**config.mk**
```make
export PLATFORM = sky130hd
export DESIGN_NAME = switch_fault_diagnostics
export DESIGN_NICKNAME = d
export VERILOG_FILES = /design/src/pkg/switch_fault_pkg.sv /design/src/verilog/switch_fault_diagnostics.sv
export VERILOG_INCLUDE_DIRS = /design/src /design/src/pkg
export SDC_FILE = /design/constraint.sdc
export NUM_CORES = 1
export LEC_CHECK = 0
export ABC_AREA = 1
export BUFFER_PORTS_ARGS = -buffer_cell sky130_fd_sc_hd__buf_2
export CAP_MARGIN = 20
export CORE_UTILIZATION = 50
export DETAILED_ROUTE_END_ITERATION = 12
export PLACE_DENSITY = 0.8
export SLEW_MARGIN = 20
export SYNTH_ARGS = -nofsm -noshare
export SYNTH_HDL_FRONTEND = slang
export SYNTH_SLANG_ARGS = --single-unit
export TNS_END_PERCENT = 5
```
**constraint.sdc**
```tcl
create_clock -name clk_i -period 3.5 [get_ports clk_i]
set_clock_uncertainty 0.15 [all_clocks]
set_input_delay 0.175 -clock clk_i [delete_from_list [all_inputs] [get_ports clk_i]]
set_output_delay 0.175 -clock clk_i [all_outputs]
set_load 0.05 [all_outputs]
```
**src/pkg/switch_fault_params.svh**
```systemverilog
// Constants of the switch fault block: offsets, field positions,
// reset values and timing. Assumes a 20 MHz clock and byte addresses.
`ifndef SWITCH_FAULT_PARAMS_SVH
`define SWITCH_FAULT_PARAMS_SVH
// Register byte offsets.
`define ADR_CONFIG 8'h00
`define ADR_SENSE 8'h04
`define ADR_STATUS 8'h08
`define ADR_LIVE 8'h0c
// Configuration word fields, four bits each.
`define CFG_CMD_LSB 0
`define CFG_SHORT_DIS_LSB 4
`define CFG_OFFOL_DIS_LSB 8
`define CFG_ONOL_DIS_LSB 12
`define CFG_LED_LSB 16
`define CFG_RATIO_LSB 20
// Sense and global word fields.
`define SNS_TEMP_EN_BIT 0
`define SNS_CUR_EN_BIT 1
`define SNS_CHAN_LSB 2
`define SNS_PWM_EN_BIT 4
`define SNS_VDD_FAIL_EN_BIT 5
// Status word fields.
`define ST_SHORT_LSB 0
`define ST_OFFOL_LSB 4
`define ST_ONOL_LSB 8
`define ST_PREWARN_BIT 12
`define ST_UNDER_BIT 13
// Live condition word fields.
`define LV_SHORT_LSB 0
`define LV_OFFOL_LSB 4
`define LV_OUT_LSB 8
`define LV_FAILSAFE_BIT 12
// Reset values.
`define CONFIG_RESET 4'h0
`define FAULT_PIN_RESET 1'b1
// Periodic LED open-load interval.
`define LED_LOAD_SELECT_TIME_US 1000
`define CLK_MHZ 20
`endif

```
**src/pkg/switch_fault_pkg.sv**
```systemverilog
// Types of the switch fault block.
// Assumes the constants header is compiled alongside.
package switch_fault_pkg;
    typedef struct packed {
        logic [3:0] out_cmd;
        logic [3:0] short_dis;
        logic [3:0] offol_dis;
        logic [3:0] onol_dis;
        logic [3:0] led_sel;
        logic [3:0] ratio_sel;
        logic temp_en;
        logic cur_en;
        logic [1:0] chan;
        logic pwm_en;
        logic vdd_fail_en;
        logic [3:0] short_flag;
        logic [3:0] offol_flag;
        logic [3:0] onol_flag;
        logic prewarn_flag;
        logic under_flag;
        logic [23:0] timer;
        logic [3:0] on_seen;
        logic ack;
        logic [31:0] dat;
        logic [3:0] outs;
        logic fault_n;
        logic sense_on;
        logic [1:0] sense_chan;
        logic sense_ratio;
        logic temp_fb;
    } sfd_state_t;
endpackage

```
**src/verilog/switch_fault_diagnostics.sv**
```systemverilog
// Fault diagnostics and supply-loss logic of a four-channel high-side
// switch, with its registers on a classic Wishbone slave.
// Assumes analog comparators arrive as inputs synchronous to clk_i.
// Analog thresholds, overcurrent and retry logic live outside this block;
// their results reach it only through the comparator and overload inputs.
//
// Implementation choices: the address map and the Wishbone slave port.
`timescale 1ns/1ps
`default_nettype none
`include "switch_fault_params.svh"

module switch_fault_diagnostics
    import switch_fault_pkg::*;
#(
    parameter int LED_LOAD_SELECT_CYCLES = `LED_LOAD_SELECT_TIME_US * `CLK_MHZ
) (
    input wire logic clk_i,
    input wire logic rst_i,
    // Classic Wishbone slave.
    input wire logic cyc_i,
    input wire logic stb_i,
    input wire logic we_i,
    input wire logic [7:0] adr_i,
    input wire logic [3:0] sel_i,
    input wire logic [31:0] dat_i,
    output logic [31:0] dat_o,
    output logic ack_o,
    // Direct commands and comparator results from the analog side.
    input wire logic [3:0] direct_in_i,
    input wire logic [3:0] short_detect_i,
    input wire logic [3:0] gate_off_i,
    input wire logic [3:0] open_off_detect_i,
    input wire logic [3:0] below_bulb_i,
    input wire logic [3:0] below_led_i,
    input wire logic [3:0] overload_off_i,
    // Temperature, clamp and supply monitors.
    input wire logic temp_prewarn_i,
    input wire logic clamp_i,
    input wire logic logic_supply_ok_i,
    input wire logic logic_supply_fail_i,
    input wire logic battery_supply_ok_i,
    input wire logic por_i,
    // Switch commands and sense routing.
    output logic [3:0] switch_outputs_o,
    output logic fault_pin_n_o,
    output logic sense_output_o,
    output logic [1:0] sense_channel_select_o,
    output logic sense_ratio_select_o,
    output logic temp_feedback_o
);

    // ****************************************************************
    // Elaboration checks
    // ****************************************************************

    // The interval timer is 24 bits wide.
    // A zero interval would leave the LED test without a tick.
    if (LED_LOAD_SELECT_CYCLES < 1 || LED_LOAD_SELECT_CYCLES > 16777215) begin : g_bad
        $error("LED_LOAD_SELECT_CYCLES out of range");
    end

    // The timer counts 0 to TIMER_LAST, so one interval is LED_LOAD_SELECT_CYCLES.
    localparam logic [23:0] TIMER_LAST = 24'(LED_LOAD_SELECT_CYCLES - 1);

    // ****************************************************************
    // Helpers
    // ****************************************************************

    // Clear-on-read flag update: a fresh set always wins, and a flag
    // whose condition is still live survives the read.
    // The live mask ties each flag to its own clearing rule: the short
    // uses its live condition, off open-load the fault pin.
    function automatic logic [3:0] keep_flags(
        input logic [3:0] flag,
        input logic [3:0] set,
        input logic [3:0] live,
        input logic rd
    );
        keep_flags = set | (flag & live) | (flag & {4{~rd}});
    endfunction

    // Only whole 16-bit halves form a valid message.
    // A single byte or three bytes would be a torn message, which is
    // answered on the bus but changes nothing.
    function automatic logic whole_words(input logic [3:0] sel);
        whole_words = (sel == 4'b0011) || (sel == 4'b1100) ||
                      (sel == 4'b1111);
    endfunction

    // Byte-lane merge of a write into an old word.
    // Lanes that are not enabled keep their old contents.
    function automatic logic [31:0] merge(
        input logic [31:0] old,
        input logic [31:0] wr,
        input logic [3:0] sel
    );
        merge = old;
        for (int b = 0; b < 4; b++) begin
            if (sel[b]) begin
                merge[b*8 +: 8] = wr[b*8 +: 8];
            end
        end
    endfunction

    // ****************************************************************
    // State
    // ****************************************************************

    // The whole block state is one registered struct; next_s is its
    // combinational next value, written by the process below.
    sfd_state_t s;
    sfd_state_t next_s;

    // Combinational views shared by the processes below.
    logic fail_safe;
    logic wipe;
    logic take;
    logic wr;
    logic rd_status;
    logic tick;
    logic [3:0] on_cmd;
    logic [3:0] short_live;
    logic [3:0] offol_live;
    logic [3:0] onol_live;
    logic [3:0] onol_set;
    logic [3:0] gated_off;
    // Register images as seen on the bus.
    logic [31:0] cfg_word;
    logic [31:0] sns_word;
    logic [31:0] st_word;
    logic [31:0] lv_word;
    logic [31:0] new_word;

    // Word views of the registers, also used for write merging.
    always_comb begin
        cfg_word = '0;
        cfg_word[`CFG_CMD_LSB +: 4] = s.out_cmd;
        cfg_word[`CFG_SHORT_DIS_LSB +: 4] = s.short_dis;
        cfg_word[`CFG_OFFOL_DIS_LSB +: 4] = s.offol_dis;
        cfg_word[`CFG_ONOL_DIS_LSB +: 4] = s.onol_dis;
        cfg_word[`CFG_LED_LSB +: 4] = s.led_sel;
        cfg_word[`CFG_RATIO_LSB +: 4] = s.ratio_sel;
        // Sense and global settings.
        sns_word = '0;
        sns_word[`SNS_TEMP_EN_BIT] = s.temp_en;
        sns_word[`SNS_CUR_EN_BIT] = s.cur_en;
        sns_word[`SNS_CHAN_LSB +: 2] = s.chan;
        sns_word[`SNS_PWM_EN_BIT] = s.pwm_en;
        sns_word[`SNS_VDD_FAIL_EN_BIT] = s.vdd_fail_en;
        // Latched faults; a status read clears those whose condition is no longer live.
        st_word = '0;
        st_word[`ST_SHORT_LSB +: 4] = s.short_flag;
        st_word[`ST_OFFOL_LSB +: 4] = s.offol_flag;
        st_word[`ST_ONOL_LSB +: 4] = s.onol_flag;
        st_word[`ST_PREWARN_BIT] = s.prewarn_flag;
        st_word[`ST_UNDER_BIT] = s.under_flag;
        // Live conditions, read only and never latched.
        lv_word = '0;
        lv_word[`LV_SHORT_LSB +: 4] = short_live;
        lv_word[`LV_OFFOL_LSB +: 4] = offol_live;
        lv_word[`LV_OUT_LSB +: 4] = s.outs;
        lv_word[`LV_FAILSAFE_BIT] = fail_safe;
    end

    // Live fault conditions. Direct inputs and the on bit both command
    // an output on, so either masks the off-state checks.
    always_comb begin
        // Losing the logic supply is fail-safe mode; the wipe repeats every
        // cycle the cause lasts, so nothing written then survives.
        fail_safe = ~logic_supply_ok_i;
        wipe = por_i | fail_safe |
               (logic_supply_fail_i & s.vdd_fail_en);
        on_cmd = s.out_cmd | direct_in_i;
        // Off-state checks run only on outputs that nothing commands on.
        short_live = ~on_cmd & short_detect_i & ~s.short_dis;
        offol_live = ~on_cmd & open_off_detect_i & ~s.offol_dis;
        // The gate input says the output has really gone off.
        gated_off = gate_off_i & ~on_cmd;
        // LED loads use the LED threshold, bulbs the bulb one.
        onol_live = s.outs & ~s.onol_dis &
                    ((s.led_sel & below_led_i) |
                     (~s.led_sel & below_bulb_i));
        // The interval tick paces the LED open-load test.
        tick = (s.timer == TIMER_LAST);
        // Bulbs are tested all the time; LEDs only at the interval tick
        // after a whole interval on with the PWM module enabled.
        onol_set = onol_live & (~s.led_sel |
                   ({4{tick & s.pwm_en}} & s.on_seen));
    end

    // ****************************************************************
    // Bus decode
    // ****************************************************************

    // A request is taken on the edge that sees it with ack low.
    // Reads and writes both answer in one cycle, so the master never
    // waits longer than one edge; ack high between requests blocks a
    // second take of the same request.
    always_comb begin
        take = cyc_i & stb_i & ~s.ack;
        wr = take & we_i & whole_words(sel_i);
        // Of the bus reads, only a read of the status word clears latched flags; the live
        // word can be polled freely.
        rd_status = take & ~we_i & (adr_i == `ADR_STATUS);
        // Only the two writable words have a merge image.
        new_word = '0;
        if (adr_i == `ADR_CONFIG) begin
            new_word = merge(cfg_word, dat_i, sel_i);
        end else if (adr_i == `ADR_SENSE) begin
            new_word = merge(sns_word, dat_i, sel_i);
        end
    end

    // ****************************************************************
    // Next state
    // ****************************************************************

    always_comb begin
        // Start from the held state; each group below updates its part.
        next_s = s;
        // Single-cycle answer; unmapped addresses read as zero.
        next_s.ack = take;
        // Read data is zero outside the answer cycle, so no stale word shows.
        next_s.dat = '0;
        if (take & ~we_i) begin
            if (adr_i == `ADR_CONFIG) begin
                next_s.dat = cfg_word;
            end else if (adr_i == `ADR_SENSE) begin
                next_s.dat = sns_word;
            end else if (adr_i == `ADR_STATUS) begin
                next_s.dat = st_word;
            end else if (adr_i == `ADR_LIVE) begin
                next_s.dat = lv_word;
            end
        end

        // Configuration writes.
        if (wr && adr_i == `ADR_CONFIG) begin
            next_s.out_cmd = new_word[`CFG_CMD_LSB +: 4];
            next_s.short_dis = new_word[`CFG_SHORT_DIS_LSB +: 4];
            next_s.offol_dis = new_word[`CFG_OFFOL_DIS_LSB +: 4];
            next_s.onol_dis = new_word[`CFG_ONOL_DIS_LSB +: 4];
            next_s.led_sel = new_word[`CFG_LED_LSB +: 4];
            next_s.ratio_sel = new_word[`CFG_RATIO_LSB +: 4];
        end else if (wr && adr_i == `ADR_SENSE) begin
            next_s.temp_en = new_word[`SNS_TEMP_EN_BIT];
            next_s.cur_en = new_word[`SNS_CUR_EN_BIT];
            next_s.chan = new_word[`SNS_CHAN_LSB +: 2];
            next_s.pwm_en = new_word[`SNS_PWM_EN_BIT];
            next_s.vdd_fail_en = new_word[`SNS_VDD_FAIL_EN_BIT];
        end

        // Short latches only once the gate has really pulled the output
        // off, and marks off open-load too. The open-load flag stays
        // while the fault pin is low.
        next_s.short_flag = keep_flags(s.short_flag,
            short_live & gated_off, short_live, rd_status);
        // A shorted output also reads high, so it marks off open-load too.
        next_s.offol_flag = keep_flags(s.offol_flag,
            (short_live | offol_live) & gated_off,
            {4{~s.fault_n}}, rd_status);
        // The on open-load flag never touches the fault pin.
        next_s.onol_flag = keep_flags(s.onol_flag, onol_set,
            onol_live, rd_status);

        // Prewarning only in normal mode; only a read or a wipe clears it.
        next_s.prewarn_flag = (temp_prewarn_i & ~fail_safe) |
            (s.prewarn_flag & ~rd_status);
        // Battery loss keeps configuration and is reported; unclamped outputs go off.
        // The flag re-sets every cycle while the battery stays bad.
        next_s.under_flag = (~battery_supply_ok_i) |
            (s.under_flag & ~rd_status);

        // Interval timer and the whole-interval-on marks.
        // A mark set at one tick lets the LED test run at the next, so the
        // output has been on for at least a whole interval when tested.
        next_s.timer = tick ? 24'h000000 : s.timer + 24'h000001;
        for (int i = 0; i < 4; i++) begin
            if (!s.outs[i]) begin
                next_s.on_seen[i] = 1'b0;
            end else if (tick) begin
                next_s.on_seen[i] = 1'b1;
            end
        end

        // Logic supply loss or power-on reset wipes configuration and latched faults.
        // Placed after the flag updates so a wipe beats a set in one cycle.
        if (wipe) begin
            next_s.out_cmd = `CONFIG_RESET;
            next_s.short_dis = `CONFIG_RESET;
            next_s.offol_dis = `CONFIG_RESET;
            next_s.onol_dis = `CONFIG_RESET;
            next_s.led_sel = `CONFIG_RESET;
            next_s.ratio_sel = `CONFIG_RESET;
            next_s.temp_en = 1'b0;
            next_s.cur_en = 1'b0;
            next_s.chan = 2'b00;
            next_s.pwm_en = 1'b0;
            next_s.vdd_fail_en = 1'b0;
            next_s.short_flag = 4'h0;
            next_s.offol_flag = 4'h0;
            next_s.onol_flag = 4'h0;
            next_s.prewarn_flag = 1'b0;
            next_s.under_flag = 1'b0;
        end

        // Outputs: the clamp overrides any overload turn-off and turns
        // every switch on; otherwise a valid battery is needed.
        if (clamp_i) begin
            next_s.outs = 4'hf;
        end else begin
            next_s.outs = on_cmd & ~overload_off_i &
                          {4{battery_supply_ok_i}};
        end

        // Pin reports live conditions; on open-load never touches it.
        next_s.fault_n = ~|(short_live | offol_live);

        // Sense routing.
        // The sense enable looks at next_s.outs so sense and switch change
        // on the same edge and sense never leads its switch.
        next_s.sense_chan = s.chan;
        next_s.sense_ratio = s.ratio_sel[s.chan];
        next_s.temp_fb = s.temp_en & ~s.cur_en;
        next_s.sense_on = s.cur_en & ~fail_safe &
                          next_s.outs[s.chan];

        // Synchronous reset overrides everything else.
        if (rst_i) begin
            next_s = '0;
            next_s.fault_n = `FAULT_PIN_RESET;
        end
    end

    // ****************************************************************
    // Registers
    // ****************************************************************

    // One register bank; every output is a flip-flop of it.
    // Reset is folded into next_s, so this process stays a plain
    // register with no branch of its own.
    always_ff @(posedge clk_i) begin
        s <= next_s;
    end

    // Outputs are fields of the register, so none has logic after it.
    assign dat_o = s.dat;
    assign ack_o = s.ack;
    assign switch_outputs_o = s.outs;
    assign fault_pin_n_o = s.fault_n;
    assign sense_output_o = s.sense_on;
    assign sense_channel_select_o = s.sense_chan;
    assign sense_ratio_select_o = s.sense_ratio;
    assign temp_feedback_o = s.temp_fb;

endmodule
`default_nettype wire
```
==> reports/qor.csv, run 1 <==
metric;value;unit
run status;complete, no violations;
clock root cell;clkbuf_8;
clock sinks;107;
Hold/Removal Path Class;input port to register;
number of warnings issued by yosys;0;
top post-synthesis cells by area;dfxtp_1 39%, nand2_1 13%, nor2_1 7.0%, a21oi_1 6.3%, inv_1 6.0%;
number of cells upsized or downsized after cts;0;
Comb pwr share;8.8;%
cell occurring most often along the worst timing path;inv_2;
endpoint of the worst hold-timing path;switch_outputs_o[2]$_SDFF_PP0_;
critical path data arrival time;2.19;ns
portion of synthesized cell area occupied by the leading cell type;39.38;%
number of detailed-route iterations in the first pass;5;
IO buf count;109;
Vert. Die Dim;106.3;um
netlist area before placement;5439;um2
Final period util;58.06;%
power density over the cells;375.0;nW/um2
global-route wire length before repair;23420;um
antenna violations before repair;0;
total track usage;26.62;%
core region area;10420;um2
clk slew on worst S/H paths;0.10;ns
placed wire-length estimate after detailed placement;10540;um
Setup TNS Final;0;ns
Critical Path, Cell by Cell;dlygate4sd3_1 -> buf_2 -> inv_2 -> nand2_1 -> nor3_2 -> buf_4 -> inv_2 -> a21oi_1;
Tmin final;2.032;ns
Row Count;37;
via count normalized by instance count;5.205;
cell-internal power;1.788;mW
cell count after synthesis;787;
most frequent cells after synthesis;186 x nand2_1, 107 x dfxtp_1, 102 x nor2_1;
final core utilization;60.91;%
Clk pwr share;39.2;%
slew of the pin with the lowest slew margin;0.5955;ns
detailed-route DRC error count;0;
switch share;24.83;%
Worst-Skew Late Latency;0.39;ns
Initial DRC Count;349;
Antenna Diode Count;0;
sequential cell fraction of total power;52.0;%
Reg2Reg Setup Slack;1.49;ns
cell count of the worst reg-to-reg path;6;
CTS Buffer Depth;2;
top-level port count;126;
synthesized area divided by synthesized cell count;6.911;um2
fin. max-slew vios;0;
reg-to-reg endpoint;s[77]$_SDFF_PP0_;
worst hold path stage count;6;
async set-or-reset flop fraction in the synthesized netlist;0;%
CTS tree;yes;
total number of vias;5361;
sequential area share after synthesis;39.38;%
Total Routed Length;14680;um
GPL Wtd Cong;0.9454;
number of endpoints with negative hold slack in the final report;0;
setup repair after global routing missed its margin;false;
category of the worst setup path capture point;register;
Worst Hold Margin;0.01291;ns
final count of negative-setup-slack endpoints;0;
pin count of the biggest net entering global routing;38;
master of the slowest instance on the critical path;dlygate4sd3_1;
dominant synthesized flop cell;dfxtp_1;
synthesis-stage register bit count;107;
Starting Density;52.22;%
leakage power figure;2.708;nW
full die area;11300;um2
startpoint type of the worst setup path;input port;
fraction of layout cells with a size suffix above 1;18.23;%
required time reported for the critical path endpoint;3.66;ns
Final nets;973;
largest fanout on the critical path;24;
via count of the first global-routing pass;4909;
gate family responsible for the most delay along the worst path;buffers and inverters;
Post CTS Setup Buffer Count;0;
critical setup path kind;input port to register;
switching power total;0.5908;mW
CTS buffer count;9;
most instantiated library cell after synthesis;nand2_1;
Area growth, synth to finish;16.66;%
detail-routed net length per standard cell;14.26;um
largest area contributor in the synthesized netlist;dfxtp_1;
WP buf/inv;5;
Max stage delay on crit path;0.53;ns
count of antenna-violating nets left after detailed routing;0;
origin of the critical flop-to-flop path;cfg_word[0]$_SDFFE_PP0P_;
fmax;492.1;MHz
Post-synth EDFFs;0;
IR drop worst, VDD;0.2351;mV
max cap viols;0;
Relative slew margins;60.20;%
chip width;106.3;um
number of distinct library cells after synthesis;36;
worst hold path startpoint;overload_off_i[2];
Max H-tree Level;3;
residual overflow from global routing;0;
==> how the worst max path moves through the flow <==
stage / end / depth (start not counted) / slack [ns] / start
after detailed placement: s[77]$_SDFF_PP0_ / 7 / 1.32 / adr_i[7]
after CTS: cfg_word[9]$_SDFFE_PP0P_ / 8 / 1.51 / rst_i
final: cfg_word[9]$_SDFFE_PP0P_ / 8 / 1.47 / rst_i
after floorplan: s[80]$_SDFF_PP0_ / 7 / 1.86 / ack_o$_SDFF_PP0_
after global routing: s[71]$_SDFF_PP0_ / 8 / 1.33 / rst_i
after global placement: s[77]$_SDFF_PP0_ / 7 / 1.35 / adr_i[7]
==> flip-flops by register name, indices dropped and copies added, names as in the netlist <==
name / cells
ack_o: 1
cfg_word: 24
dat_o: 24
fault_pin_n_o: 1
s: 48
sense_channel_select_o: 2
sense_output_o: 1
sense_ratio_select_o: 1
switch_outputs_o: 4
temp_feedback_o: 1
==> power by group through the flow <==
stage	logic (mW)	registers (mW)	clock network, mW
after floorplan	0.116	1.27	0
after global placement	0.177	1.27	0
after detailed placement	0.178	1.27	0
after CTS	0.204	1.24	0.948
after global routing	0.226	1.24	0.994
final	0.209	1.24	0.933
==> per-layer routing <==
layer  routed length [um]  vias to the layer above  GRT usage [%]  part of all wire (%)
li1                     -                     2674              -                     -
met1                 6166                     2409          34.10                    42
met2                 6838                      237          43.65                    47
met3                 1237                       41          5.457                   8.4
met4                  442                        0          10.62                   3.0
met5                    0                        -              0                     0
==> per-stage QoR <==
step           cells  power [mW]  instance area, um2  worst slack [ns]
5_1_grt         1030       2.459                6345             1.334
3_3_place_gp     983       1.442                5787             1.351
4_1_cts         1030       2.389                6345             1.508
3_5_place_dp     983       1.443                5787             1.318
6_report        1030       2.379                6345             1.468
2_1_floorplan    794       1.382                5465             1.858
==> layout make-up <==
cell class / instances / area (um2)
Fill cell: 951 / 4071
Multi-Input combinational cell: 538 / 2572
Sequential cell: 107 / 2142
Timing Repair Buffer: 142 / 870.8
Inverter: 91 / 341.6
Tap cell: 136 / 170.2
Clock buffer: 9 / 123.9
Clock inverter: 7 / 123.9
==> repair_timing <==
action / 4_1_cts / 5_1_grt
hold buffers: 31 / 0
endpoints found under the setup margin: 0 / 0
endpoints found under the hold margin: 37 / 0
==> layout by cell type (no fill, tap or decap), types with 5 or more instances in the layout <==
cell type      count
nand3_1           33
nor3_1             5
inv_1             87
dlygate4sd3_1     31
clkbuf_8           9
o21a_1             6
xor2_1             7
o21ai_0           41
buf_2            109
nand4_1           27
a21oi_1           68
conb_1             8
nor2_1           102
o21ai_1            5
nand2_1          186
dfxtp_1          107
or2_2              5
nand2_2            5
nor2_2             8
==> worst min-delay path: stages <==
cell and delay, ns:
buf_2 0.09, inv_1 0.04, nand2_1 0.05, o21bai_1 0.06, inv_1 0.06, nor2_1 0.05
==> cells by family after synthesis <==
kind of cell / count (synthesis) / synth area share [%]
AOI/OAI and AO/OA: 131 / 12.88
other: 1 / 0.06895
and+or+nand+nor: 388 / 32.02
xor gates and xnor gates: 10 / 1.610
adders and majority gates: 1 / 0.2300
DFF: 107 / 39.38
buffers and inverters: 149 / 13.80
Note: power is estimated with default switching activity, not from simulation.
==> run 2: changes to the inputs <==
--- a/config.mk
+++ b/config.mk
@@ -6,12 +6,12 @@
 export SDC_FILE = /design/constraint.sdc
 export NUM_CORES = 1
 export LEC_CHECK = 0
-export ABC_AREA = 1
+export ABC_AREA = 0
 export BUFFER_PORTS_ARGS = -buffer_cell sky130_fd_sc_hd__buf_2
 export CAP_MARGIN = 20
 export CORE_UTILIZATION = 50
 export DETAILED_ROUTE_END_ITERATION = 12
-export PLACE_DENSITY = 0.8
+export PLACE_DENSITY = 0.81
 export SLEW_MARGIN = 20
 export SYNTH_ARGS = -nofsm -noshare
 export SYNTH_HDL_FRONTEND = slang
==> constraint.sdc (replaced) <==
create_clock -name clk_i -period 1.9 [get_ports clk_i]
set_clock_uncertainty 0.15 [all_clocks]
set_input_delay 0.095 -clock clk_i [delete_from_list [all_inputs] [get_ports clk_i]]
set_output_delay 0.095 -clock clk_i [all_outputs]
set_load 0.05 [all_outputs]
==> reports/qor.csv, run 2 <==
metric;value;unit
run status;complete, no violations;
fin. max-slew vios;0;
pin count of the biggest net entering global routing;31;
category of the worst setup path capture point;register;
Critical Path, Cell by Cell;or4b_4 -> nor4_4 -> buf_4 -> nand4_1 -> a311oi_1;
chip width;103.2;um
Hold/Removal Path Class;input port to register;
portion of synthesized cell area occupied by the leading cell type;41.80;%
Biggest register;s;
netlist area before placement;5125;um2
Final period util;99.07;%
CTS buffer count;9;
fmax;531.3;MHz
master of the slowest instance on the critical path;or4b_4;
Final nets;813;
clk slew on worst S/H paths;0.12;ns
post-layout instance count excluding filler cells;867;
Post-synth EDFFs;0;
most frequent cells after synthesis;107 x dfxtp_1, 49 x a21oi_1, 47 x nor2_1;
startpoint type of the worst setup path;register;
CTS tree;yes;
final count of negative-setup-slack endpoints;0;
setup repair after global routing missed its margin;true;
cell count after synthesis;586;
count of antenna-violating nets left after detailed routing;0;
worst slack, placed;-0.04940;ns
Row Count;36;
number of detailed-route iterations in the first pass;6;
final worst slack;0.01767;ns
critical setup path kind;register to register;
top post-synthesis cells by area;dfxtp_1 42%, buf_4 5.9%, mux2i_1 5.5%, a21oi_1 4.8%, nand4_1 3.9%;
Relative slew margins;55.95;%
full die area;10660;um2
Clk pwr share;34.1;%
number of warnings issued by yosys;0;
residual overflow from global routing;0;
WP buf/inv;1;
top-level port count;126;
largest fanout on the critical path;7;
total track usage;27.62;%
placed wire-length estimate after detailed placement;9924;um
via count normalized by instance count;5.803;
switch share;28.23;%
origin of the critical flop-to-flop path;s[63]$_SDFF_PP0_;
largest area contributor in the synthesized netlist;dfxtp_1;
worst hold path startpoint;open_off_detect_i[3];
fraction of layout cells with a size suffix above 1;26.70;%
Vert. Die Dim;103.2;um
Setup TNS Final;0;ns
detail-routed net length per standard cell;16.74;um
post-route total power;4.160;mW
sequential cell fraction of total power;54.7;%
core region area;9864;um2
Comb pwr share;11.2;%
sequential area share after synthesis;41.80;%
Starting Density;51.95;%
most instantiated library cell after synthesis;dfxtp_1;
Max stage delay on crit path;0.55;ns
synthesized area divided by synthesized cell count;8.746;um2
Antenna Diode Count;0;
Compound-Gate Fraction of Synth Area;14.45;%
IO buf count;109;
CTS Buffer Depth;2;
combinational family with the most area after synthesis;simple AND/OR/NAND/NOR gates;
clock sinks;107;
power density over the cells;642.6;nW/um2
Total Routed Length;14520;um
max cap viols;0;
leading cell types in the layout, fill and taps excluded;109 x buf_2, 105 x dfxtp_1, 48 x a21oi_1, 47 x nor2_1, 47 x buf_4;
Worst setup startpoint;s[63]$_SDFF_PP0_;
detailed-route DRC error count;0;
Cells after DPL;812;
number of distinct library cells after synthesis;55;
total number of vias;5031;
fraction of synthesized area in multiplexers;7.227;%
async set-or-reset flop fraction in the synthesized netlist;0;%
synthesis-stage register bit count;107;
antenna violations before repair;0;
xor-xnor portion of the synthesized cell area;2.393;%
Area growth, synth to finish;26.32;%
Tmin final;1.882;ns
clock root cell;clkbuf_8;
number of endpoints with negative hold slack in the final report;0;
dominant synthesized flop cell;dfxtp_1;
global-route wire length before repair;22580;um
cell-internal power;2.986;mW
commonest non-fill, non-tap cell in the layout;buf_2;
Max H-tree Level;3;
GPL Wtd Cong;0.8774;
via count of the first global-routing pass;4781;
gate family responsible for the most delay along the worst path;simple AND/OR/NAND/NOR gates;
max reg flops;48;
final core utilization;65.63;%
slew of the pin with the lowest slew margin;0.6607;ns
switching power total;1.175;mW
IR drop worst, VDD;0.4883;mV
Synth Area in Adders;0.2441;%
critical path data arrival time;2.02;ns
Simple-Gate Fraction of Synth Area;24.78;%
Initial DRC Count;306;
Worst-Skew Late Latency;0.38;ns
required time reported for the critical path endpoint;2.04;ns
leakage power figure;2.591;nW
## run 2: cell count changes in the layout (fill, tap and decap cells not counted), sizes merged, moves of 11 or more
cell | previous run | this run
nor3b | 1 | 14
buf | 111 | 158
inv | 93 | 16
nand3 | 36 | 25
nor2 | 112 | 47
a21oi | 68 | 49
and2 | 0 | 16
nor2b | 0 | 11
nand2 | 192 | 32
mux2i | 0 | 28
## run 2: worst paths after layout
path                               to  cells after the start  slack (ns)
setup / recovery     s[74]$_SDFF_PP0_                      5        0.02
hold reg to reg      s[71]$_SDFF_PP0_                      2        0.33
hold / removal    dat_o[7]$_SDFF_PP0_                      5        0.01
setup reg to reg     s[74]$_SDFF_PP0_                      5        0.02
## run 2: routing by layer
metal | part of all wire, % | vias to the layer above | global-route usage (%)
met1 | 39 | 2374 | 31.85
met5 | 0 | - | 0
met2 | 50 | 237 | 47.95
met3 | 6.5 | 52 | 4.637
li1 | - | 2368 | -
met4 | 4.4 | 0 | 17.01
## run 2: cell type report
cell class              instances  area, um2
inverters                      12      45.04
clock buffers                   9      123.9
fillers                       760       3391
flip-flops and latches        107       2145
clock inverters                 7      80.08
repair buffers                195       1309
well taps                     133      166.4
multi-input cells             404       2605
## run 2: worst register-to-register path: stages (launching register included)
cell and delay, ns:
dfxtp_2 0.34, or4b_4 0.55, nor4_4 0.17, buf_4 0.19, nand4_1 0.11, a311oi_1 0.30
## run 2: power groups by stage
stage / Combinational [mW] / Sequential [mW] / Clock [mW]
floorplan: 0.231 / 2.33 / 0
global placement: 0.381 / 2.32 / 0
detailed placement: 0.390 / 2.33 / 0
CTS: 0.448 / 2.28 / 1.41
global route: 0.497 / 2.28 / 1.50
finish: 0.466 / 2.28 / 1.42
## run 2: cell families after synthesis
kind of cell    count (synthesis)
simple gates                  225
compound gates                124
flops                         107
buf+inv                        82
mux                            32
xor+xnor                       14
fa+ha+maj                       1
other cells                     1
## run 2: what timing repair did
action,CTS,global route
resized for setup,3,10
cloned,0,0
endpoints found under the hold margin,40,0
endpoints found under the setup margin,27,33
hold buffers,37,0
pin swaps,3,3
buffers inserted,2,0
## run 2: through the flow
stage	hold slack (ns)	instance area, um2
6_report	0.009949	6474
5_1_grt	0.03533	6474
4_1_cts	0.002040	6430
3_5_place_dp	0.2102	5829
3_3_place_gp	0.2030	5829
2_1_floorplan	0.03679	5157
